File: config.mk
export PLATFORM = sky130hd
export DESIGN_NAME = fbmc_mode_regs
export DESIGN_NICKNAME = d
export VERILOG_FILES = /design/src/fbmc_pkg.sv /design/src/fbmc_dx_filter.sv /design/src/fbmc_mode_regs.sv
export VERILOG_INCLUDE_DIRS = /design/src
export SDC_FILE = /design/constraint.sdc
export NUM_CORES = 1
export LEC_CHECK = 0
export ABC_AREA = 1
export BUFFER_PORTS_ARGS = -buffer_cell sky130_fd_sc_hd__clkbuf_2
export CAP_MARGIN = 0
export CORE_AREA = 2 2 62 64
export DETAILED_ROUTE_END_ITERATION = 8
export DIE_AREA = 0 0 64 66
export PLACE_DENSITY = 0.92
export SYNTH_ARGS = -nofsm -noshare
export SYNTH_HDL_FRONTEND = slang
export SYNTH_SLANG_ARGS = --single-unit
export TNS_END_PERCENT = 20
File: constraint.sdc
create_clock -name core_clk_in -period 2.3 [get_ports core_clk_in]
set_clock_uncertainty 0.2 [all_clocks]
set_input_delay 0.23 -clock core_clk_in [delete_from_list [all_inputs] [get_ports core_clk_in]]
set_output_delay 0.23 -clock core_clk_in [all_outputs]
set_load 0.005 [all_outputs]
File: src/fbmc_cfg.svh
// constants for the fieldbus slave mode configuration register bank
`ifndef FBMC_CFG_SVH
`define FBMC_CFG_SVH

// register indices and byte addresses (index times four)
`define FBMC_IDX_MODE_LO     6'h06
`define FBMC_IDX_MODE_HI     6'h07
`define FBMC_IDX_CTRL        6'h08
`define FBMC_ADDR_W          8
`define FBMC_ADDR_OF(idx)    ({(idx), 2'b00})

// low byte field positions
`define FBMC_LO_START_OFF    0
`define FBMC_LO_STOP_OFF     1
`define FBMC_LO_MIN_TSD_LSB  2
`define FBMC_LO_MIN_TSD_MSB  3
`define FBMC_LO_IRQ_POL      4
`define FBMC_LO_EARLY_RDY    5
`define FBMC_LO_SYNC_SUP     6
`define FBMC_LO_FREEZE_SUP   7

// high byte field positions (register bits 13..8)
`define FBMC_HI_SLAVE_MODE   0
`define FBMC_HI_EOI_TB       1
`define FBMC_HI_USER_TB      2
`define FBMC_HI_WATCHDOG_TEST_MODE      3
`define FBMC_HI_DED_PRM      4
`define FBMC_HI_FAILSAFE     5
`define FBMC_HI_MASK         8'h3F

// control register fields
`define FBMC_CTRL_GO         0
`define FBMC_CTRL_ONLINE     1

// reset values
`define FBMC_RST_MODE_LO     8'h00
`define FBMC_RST_MODE_HI     6'h00

`endif

File: src/fbmc_pkg.sv
// types for the fieldbus slave mode configuration register bank
`default_nettype none
package fbmc_pkg;

  typedef struct packed {
    logic       freeze_support_flag;
    logic       sync_support_flag;
    logic       early_ready;
    logic       irq_polarity;
    logic [1:0] min_station_delay;
    logic       stop_bit_check_off;
    logic       start_bit_check_off;
  } fbmc_mode_lo_t;

  typedef struct packed {
    logic failsafe_zero_data_accept;
    logic dedicated_param_buffer_mode;
    logic watchdog_test_mode;
    logic user_timebase_select;
    logic eoi_timebase_select;
    logic slave_mode_enable;
  } fbmc_mode_hi_t;

  typedef struct packed {
    logic       valid;
    logic       start_bit_check_off;
    logic       stop_bit_check_off;
  } fbmc_set_param_t;

  typedef struct packed {
    logic valid;
    logic len_zero;
    logic in_data_exchange;
  } fbmc_dx_frame_t;

  typedef enum logic [1:0] {
    FBMC_OFFLINE = 2'b01,
    FBMC_ONLINE  = 2'b10
  } fbmc_state_t;

endpackage
`default_nettype wire

File: src/fbmc_dx_filter.sv
// accept or reject decision for received data-exchange telegrams
`default_nettype none
module fbmc_dx_filter
  import fbmc_pkg::*;
(
  // clock and reset
  input  wire logic     core_clk_in,
  input  wire logic     rst_b_in,
  // telegram and mode
  input  wire fbmc_dx_frame_t frame_in,
  input  wire logic     failsafe_in,
  // decision pulses
  output logic          accept_out,
  output logic          reject_out
);

  logic zero_ok;

  // zero length only passes in data exchange with fail-safe on
  assign zero_ok = failsafe_in & frame_in.in_data_exchange;

  always_ff @(posedge core_clk_in) begin
    if (!rst_b_in) begin
      accept_out <= 1'b0;
      reject_out <= 1'b0;
    end else begin
      accept_out <= frame_in.valid & (~frame_in.len_zero | zero_ok);
      reject_out <= frame_in.valid & frame_in.len_zero & ~zero_ok;
    end
  end

endmodule
`default_nettype wire

File: src/fbmc_mode_regs.sv
// mode configuration register bank with apb slave and offline control
`include "fbmc_cfg.svh"
`default_nettype none
module fbmc_mode_regs
  import fbmc_pkg::*;
(
  // clock and reset
  input  wire logic                     core_clk_in,
  input  wire logic                     rst_b_in,
  // apb slave
  input  wire logic                     psel_in,
  input  wire logic                     penable_in,
  input  wire logic                     pwrite_in,
  input  wire logic [`FBMC_ADDR_W-1:0]  paddr_in,
  input  wire logic [31:0]              pwdata_in,
  output logic [31:0]                   prdata_out,
  output logic                          pready_out,
  output logic                          pslverr_out,
  // protocol events from the telegram engine
  input  wire fbmc_set_param_t          set_param_in,
  input  wire fbmc_dx_frame_t           dx_frame_in,
  // serial receiver controls
  output logic                          start_check_en_out,
  output logic                          stop_check_en_out,
  // mode outputs
  output fbmc_mode_lo_t                 mode_lo_out,
  output fbmc_mode_hi_t                 mode_hi_out,
  output logic                          param_dedicated_buf_out,
  output logic                          controller_online_out,
  // data telegram decision
  output logic                          dx_accept_out,
  output logic                          dx_reject_out
);

  fbmc_mode_lo_t             mode_lo_q;
  fbmc_mode_hi_t             mode_hi_q;
  fbmc_state_t               state_q;
  logic                      pready_q;
  logic                      pslverr_q;
  logic [31:0]               prdata_q;
  logic                      start_en_q;
  logic                      stop_en_q;
  logic                      setup;
  logic                      wr_done;
  logic                      online;
  logic                      sp_hit;
  logic                      wr_lo;
  logic                      wr_hi;
  logic                      wr_ctrl;
  logic [`FBMC_ADDR_W-1:0]   a_lo;
  logic [`FBMC_ADDR_W-1:0]   a_hi;
  logic [`FBMC_ADDR_W-1:0]   a_ctrl;

  function automatic logic hit(input logic [`FBMC_ADDR_W-1:0] a,
                               input logic [`FBMC_ADDR_W-1:0] b);
    hit = (a == b);
  endfunction

  // host write landing in a mode byte, refused while online
  function automatic logic mode_wr(input logic                    done,
                                   input logic                    on,
                                   input logic [`FBMC_ADDR_W-1:0] a,
                                   input logic [`FBMC_ADDR_W-1:0] b);
    mode_wr = done & ~on & hit(a, b);
  endfunction

  // receiver enable from a check-off bit: 0 monitors, 1 skips
  function automatic logic check_en(input logic off);
    check_en = ~off;
  endfunction

  // read word of an address, holes read zero
  function automatic logic [31:0] rd_word(input logic [`FBMC_ADDR_W-1:0] a,
                                          input fbmc_mode_lo_t           lo,
                                          input fbmc_mode_hi_t           hi,
                                          input logic                    on);
    rd_word = 32'h0000_0000;
    if (hit(a, `FBMC_ADDR_OF(`FBMC_IDX_MODE_LO))) begin
      rd_word = {{24{1'b0}}, lo};
    end else if (hit(a, `FBMC_ADDR_OF(`FBMC_IDX_MODE_HI))) begin
      rd_word = {{26{1'b0}}, hi};
    end else if (hit(a, `FBMC_ADDR_OF(`FBMC_IDX_CTRL))) begin
      rd_word = {{30{1'b0}}, on, on};
    end
  endfunction

  // error answer: holes always, mode bytes when written online
  function automatic logic bus_err(input logic [`FBMC_ADDR_W-1:0] a,
                                   input logic                    w,
                                   input logic                    on);
    bus_err = 1'b1;
    if (hit(a, `FBMC_ADDR_OF(`FBMC_IDX_MODE_LO))) begin
      bus_err = w & on;
    end else if (hit(a, `FBMC_ADDR_OF(`FBMC_IDX_MODE_HI))) begin
      bus_err = w & on;
    end else if (hit(a, `FBMC_ADDR_OF(`FBMC_IDX_CTRL))) begin
      bus_err = 1'b0;
    end
  endfunction

  assign a_lo    = `FBMC_ADDR_OF(`FBMC_IDX_MODE_LO);
  assign a_hi    = `FBMC_ADDR_OF(`FBMC_IDX_MODE_HI);
  assign a_ctrl  = `FBMC_ADDR_OF(`FBMC_IDX_CTRL);
  assign setup   = psel_in & ~penable_in;
  assign wr_done = psel_in & penable_in & pready_q & pwrite_in;
  assign online  = (state_q == FBMC_ONLINE);
  assign wr_lo   = mode_wr(wr_done, online, paddr_in, a_lo);
  assign wr_hi   = mode_wr(wr_done, online, paddr_in, a_hi);
  assign wr_ctrl = wr_done & hit(paddr_in, a_ctrl);
  // set-param only rewrites the check bits in slave mode
  assign sp_hit  = set_param_in.valid & mode_hi_q.slave_mode_enable;

  // ready answers in the cycle after setup, no wait states
  always_ff @(posedge core_clk_in) begin
    if (!rst_b_in) begin
      pready_q <= 1'b0;
    end else begin
      pready_q <= setup;
    end
  end

  // error flag rides with ready
  always_ff @(posedge core_clk_in) begin
    if (!rst_b_in) begin
      pslverr_q <= 1'b0;
    end else if (setup) begin
      pslverr_q <= bus_err(paddr_in, pwrite_in, online);
    end else begin
      pslverr_q <= 1'b0;
    end
  end

  // read snapshot taken at the setup edge
  always_ff @(posedge core_clk_in) begin
    if (!rst_b_in) begin
      prdata_q <= 32'h0000_0000;
    end else if (setup) begin
      prdata_q <= rd_word(paddr_in, mode_lo_q, mode_hi_q, online);
    end else begin
      prdata_q <= 32'h0000_0000;
    end
  end

  // low byte; set-param wins over a host write in the same cycle
  always_ff @(posedge core_clk_in) begin
    if (!rst_b_in) begin
      mode_lo_q <= `FBMC_RST_MODE_LO;
    end else begin
      if (wr_lo) begin
        mode_lo_q <= pwdata_in[7:0];
      end
      if (sp_hit) begin
        mode_lo_q.start_bit_check_off <= set_param_in.start_bit_check_off;
        mode_lo_q.stop_bit_check_off  <= set_param_in.stop_bit_check_off;
      end
    end
  end

  // high byte, bits 15..14 read zero
  always_ff @(posedge core_clk_in) begin
    if (!rst_b_in) begin
      mode_hi_q <= `FBMC_RST_MODE_HI;
    end else if (wr_hi) begin
      mode_hi_q <= pwdata_in[5:0];
    end
  end

  // offline until go is written
  always_ff @(posedge core_clk_in) begin
    if (!rst_b_in) begin
      state_q <= FBMC_OFFLINE;
    end else if (wr_ctrl) begin
      unique case (state_q)
        FBMC_OFFLINE: begin
          if (pwdata_in[`FBMC_CTRL_GO]) state_q <= FBMC_ONLINE;
        end
        FBMC_ONLINE: begin
          if (!pwdata_in[`FBMC_CTRL_GO]) state_q <= FBMC_OFFLINE;
        end
        default: state_q <= FBMC_OFFLINE;
      endcase
    end
  end

  // start-bit monitor enable, set-param value taken at once
  always_ff @(posedge core_clk_in) begin
    if (!rst_b_in) begin
      start_en_q <= 1'b1;
    end else if (sp_hit) begin
      start_en_q <= check_en(set_param_in.start_bit_check_off);
    end else if (wr_lo) begin
      start_en_q <= check_en(pwdata_in[`FBMC_LO_START_OFF]);
    end
  end

  // stop-bit monitor enable, same priority as the start bit
  always_ff @(posedge core_clk_in) begin
    if (!rst_b_in) begin
      stop_en_q <= 1'b1;
    end else if (sp_hit) begin
      stop_en_q <= check_en(set_param_in.stop_bit_check_off);
    end else if (wr_lo) begin
      stop_en_q <= check_en(pwdata_in[`FBMC_LO_STOP_OFF]);
    end
  end

  fbmc_dx_filter u_dx_filter (
    .core_clk_in (core_clk_in),
    .rst_b_in    (rst_b_in),
    .frame_in    (dx_frame_in),
    .failsafe_in (mode_hi_q.failsafe_zero_data_accept),
    .accept_out  (dx_accept_out),
    .reject_out  (dx_reject_out)
  );

  assign prdata_out              = prdata_q;
  assign pready_out              = pready_q;
  assign pslverr_out             = pslverr_q;
  assign start_check_en_out      = start_en_q;
  assign stop_check_en_out       = stop_en_q;
  assign mode_lo_out             = mode_lo_q;
  assign mode_hi_out             = mode_hi_q;
  assign param_dedicated_buf_out = mode_hi_q.dedicated_param_buffer_mode;
  assign controller_online_out   = state_q[1];

endmodule
`default_nettype wire

==> Yosys cells after proc, flatten, opt, wreduce, memory -nomap -nowiden <==
Cells that the tools add are included.
{ "totals": {"regBits": 54, "latchBits": 0, "ram_bits": 0, "rom_bits": 0, "in_bits": 51, "output_inout_bits": 54, "word_cells": 73, "mem_count": 0} }
{ "op_classes": {"add_sub_neg": 0, "multipliers": 0, "div": 0, "n_lt_le_gt_ge": 0, "eq_ne": 7, "shifts": 0, "n_mux": 15, "n_bitwise": 25, "reduce_logical": 4} }
{ "ops": {"columns": ["op", "n"], "rows": [
  ["8-bit by 5-bit equality test with 1-bit output (second input constant)", 2],
  ["1-bit bitwise AND", 14],
  ["2-bit 2-to-1 mux", 5],
  ["1-bit NOT", 10],
  ["8-bit by 6-bit equality test with 1-bit output (second input constant)", 1],
  ["8-bit 2-to-1 mux", 1],
  ["1-bit 2-to-1 mux", 7],
  ["6-bit 2-to-1 mux", 1],
  ["2-bit != test (second input constant)", 2],
  ["2-bit one-hot mux with 2 select lines", 1],
  ["4-bit OR reduction", 1],
  ["3-bit AND reduction", 1],
  ["2-bit by 1-bit equality test with 1-bit output (second input constant)", 1],
  ["2-bit equality test (second input constant)", 1],
  ["2-bit AND reduction", 1],
  ["2-bit nonzero test", 1],
  ["1-bit bitwise OR", 1]
]} }

==> Depth between registers and ports, before layout <==
{ "depth": {"word_depth": 7, "depth_mapped": 8, "ltp_nobuf": 8} }

==> Cells and area by module <==
Synthesis repeated with hierarchy kept, for this count alone.
{ "unflattened": {"hier_cells": 202, "area_unflattened_um2": 1496.4} }
{ "modules_own_cells": {"columns": ["mod", "instances", "cells_per_inst", "area_per_inst_um2", "seq_area_each_um2"], "rows": [
  ["fbmc_mode_regs", 1, 195, 1425.1, 560.5],
  ["fbmc_dx_filter", 1, 7, 71.3, 40.0]
]} }

==> Least setup slack after synthesis <==
No wires, ideal clock.
{ "synth_path": {"path_kind": "flip-flop to flip-flop", "startpoint": "register state_q[1]", "endpoint": "register mode_lo_q (netlist bit mode_lo_out[0])", "setup_ns": 0.112, "arrival_ns": 0.984, "required_ns": 1.988, "setup_slack_ns": 1.004, "stages_incl_launch_ff": 8, "n_path_buf": 0, "period_less_slack_ns": 1.296, "path_cell_list": "dfxtp_1 inv_2 nor2_2 nor2_4 nand2_4 nand2_2 nor2_1 nor2_2"} }
{ "synth_via": {"elab_chain_cells": 5} }
{ "synth_rtl": {"columns": ["element", "line_no", "source"], "rows": [
  ["from (decl)", "fbmc_mode_regs.sv:37", "fbmc_state_t state_q;"],
  ["from (signal assigned)", "fbmc_mode_regs.sv:171", "state_q <= FBMC_OFFLINE;"],
  ["from (signal assigned)", "fbmc_mode_regs.sv:175", "if (pwdata_in[`FBMC_CTRL_GO]) state_q <= FBMC_ONLINE;"],
  ["from (signal assigned)", "fbmc_mode_regs.sv:178", "if (!pwdata_in[`FBMC_CTRL_GO]) state_q <= FBMC_OFFLINE;"],
  ["2-bit equality test", "fbmc_mode_regs.sv:106", "assign online = (state_q == FBMC_ONLINE);"],
  ["1-bit NOT", "fbmc_mode_regs.sv:64", "mode_wr = done & ~on & hit(a, b);"],
  ["1-bit bitwise AND (2 in a row)", "fbmc_mode_regs.sv:64", null],
  ["2-bit nonzero test (no line)", null, null],
  ["to (signal assigned)", "fbmc_mode_regs.sv:147", "mode_lo_q <= `FBMC_RST_MODE_LO;"],
  ["to (signal assigned)", "fbmc_mode_regs.sv:150", "mode_lo_q <= pwdata_in[7:0];"],
  ["to (decl)", "fbmc_mode_regs.sv:35", "fbmc_mode_lo_t mode_lo_q;"]
]} }
No other way between the ends.
A chain may end at the register's enable or synchronous reset.

==> Final worst setup path <==
{ "layout_path": {"startpoint": "input port penable_in", "endpoint": "register pready_q (netlist: pready_out)"} }
{ "layout_via": {"elab_chain_cells": 2} }
{ "layout_rtl": {"columns": ["element", "line_no", "source"], "rows": [
  ["from (decl)", "fbmc_mode_regs.sv:12", "input wire logic penable_in,"],
  ["1-bit NOT", "fbmc_mode_regs.sv:104", "assign setup = psel_in & ~penable_in;"],
  ["1-bit bitwise AND", "fbmc_mode_regs.sv:104", null],
  ["to (signal assigned)", "fbmc_mode_regs.sv:118", "pready_q <= setup;"],
  ["to (decl)", "fbmc_mode_regs.sv:38", "logic pready_q;"]
]} }
No other way between the ends.

==> results.cfg <==
[clocking]
cts_tree = done
cts.sinks = 30
htreeDepth = 2
cts-root-buf = clkbuf_4
ctsHoldBuffers = 15
numCtsBuffers = 5
clkLatencyLatePin_ns = 0.35
clock_path_buffers = 2
post_cts_buffers = 0
path_clk_slew_ns = 0.10
cts-resized-gates = 0

[global_routing]
track_usage_pct = 18.0
met1_usage_pct = 17.9
grt_pass1_vias = 1365
grt_max_degree = 17
grt-ovfl-total = 0
gr-max-usage-layer = met2
grt_use_met3_pct = 4.26
grt_pass1_wl_um = 5770
grt_use_met2_pct = 32.9
antenna_found_initial = 0

[worst_setup_path]
crit_path_end_kind = register
crit_fanout = 9
r2r_cells = 4
critPathKind = in2reg
rrSetupSlack_ns = 0.84
start_kind = primary input
critPathArrivalTime_ns = 1.78
cp_data_required_time_ns = 2.40

[floorplanning]
initial_utilization_pct = 42.9
core_um2 = 3550
rows = 22
die-area_um2 = 4220
io_pins = 105
die_x_um = 64
dieHeight_um = 66

[route]
firstDrtPassIters = 4
drt_iter0_markers = 63
viasPerCell = 4.43
num_vias = 1456
wl_per_cell_um = 10.8
drt_wl_total_um = 3540
ant_nets = 0
drcViolationCount = 0

[logic_synthesis]
async_reset_ff_share_pct = 0
synthTopCellsByCount = 42 x nor2_1, 34 x nand2_1, 30 x dfxtp_1
syn-cell-area_um2 = 1520
ys_seq_area_share_pct = 39.4
avgSynthCellArea_um2 = 7.40
yosysMostFrequentCell = nor2_1
synth_area_leader_cell = dfxtp_1
ys_seq_elements = 30
ys.flop_type = dfxtp_1
synthCells = 206
synth_top_cells_by_area = dfxtp_1 39%, buf_4 13%, nor2_1 10%, nand2_1 8.4%, nand3_1 5.6%
yosys_warnings = 0
synth_edf_count = 0
ys_types = 22
synth_top_area_share_pct = 39.4

[final_layout]
n_antenna_cell = 0
multi_input_area_um2 = 726
fillers = 349
finalInstanceArea_um2 = 2010
nets = 331
regArea_um2 = 601
drive_gt1_share_pct = 30.6
areaGrowthSynthToFinish_pct = 32.1

[timing]
fmax_ghz = 0.595
setup_tns_ns = 0
holdWs_ns = 0.0101
rsz0062_at_grt = false
finalMaxSlewViolations = 0
min_period_ns = 1.68
hold_viol = 0
setup_viol = 0
setup_slack_ns = 0.618
period_share_pct = 73.1

[placement]
place_area_um2 = 1750
io_buffers = 56
gp_congestion = 0.775
post-place-ws_ns = 0.797
dp_hpwl_um = 2530

[power]
peakVddDrop_mv = 0.203
leakage_uw = 0.00110
power_density_nw_per_um2 = 590

[min_path]
hold_depth = 4
hold_path.class = in2reg

[job]
maxCapViolCount = 0

[run_status]
outcome = completed
## layout by cell type (no fill, tap or decap), types with 2 or more instances in the layout
cell	instances
dfxtp_1	30
dlygate4sd3_1	15
inv_2	3
nor2_4	6
bufinv_16	2
conb_1	24
nand3_1	17
o21ai_1	13
nand2_4	3
nand2_1	34
nor2_2	3
a21oi_1	2
clkbuf_2	56
nor2_1	42
clkbuf_4	5
nand3_2	2
inv_1	16
## cell type report
class / instances / area share (%)
flip-flops and latches: 30 / 29.8
repair buffers: 71 / 21.4
multi-input cells: 151 / 36.0
well taps: 48 / 2.98
clock inverters: 2 / 2.98
clock buffers: 6 / 2.55
inverters: 21 / 4.23
## where the power goes
group          internal (µW)  total, µW  leakage [µW]  switching, µW
clock network            368        561     0.0000585            193
logic                   46.0        104      0.000799           57.6
registers                522        523      0.000242           1.00
total                    936       1190       0.00110            252
## worst paths after layout
check / end / from
worst min register to register: prdata_out[6] / mode_lo_out[6]
worst max-delay path: pready_out / penable_in
worst min-delay path: stop_check_en_out / set_param_in[0]
worst max register to register: u_dx_filter.reject_out / mode_hi_out[5]
## worst max-delay path, stage by stage
cell,delay (ns)
dlygate4sd3_1,0.57
clkbuf_2,0.16
nor2_4,0.23
dlygate4sd3_1,0.59
## through the flow
step                      utilization, %  cells  power (µW)
after floorplan                        -    229         606
after global placement              49.3    306         615
after detailed placement            49.3    306         617
after CTS                           56.7    329        1190
after global routing                56.7    329        1220
final                               56.7    329        1190
## state kept, by name, summed over array words and instances, names as in the netlist
name,flops
param_dedicated_buf_out,1
state_q,2
stop_check_en_out,1
mode_hi_out,5
u_dx_filter.reject_out,1
pready_out,1
start_check_en_out,1
pslverr_out,1
prdata_out,8
u_dx_filter.accept_out,1
mode_lo_out,8
## logic make-up after synthesis
kind of cell,count (synthesis),share of synthesized area (%)
flops,30,39.4
compound gates,17,5.66
buf+inv,48,18.6
other cells,1,0.246
simple gates,110,36.0
## per-layer routing
metal	up-vias	part of all wire, %
li1	740	-
met1	656	39
met2	48	51
met3	12	5.8
met4	0	3.9
met5	-	0
(Power assumes the default switching activity.)
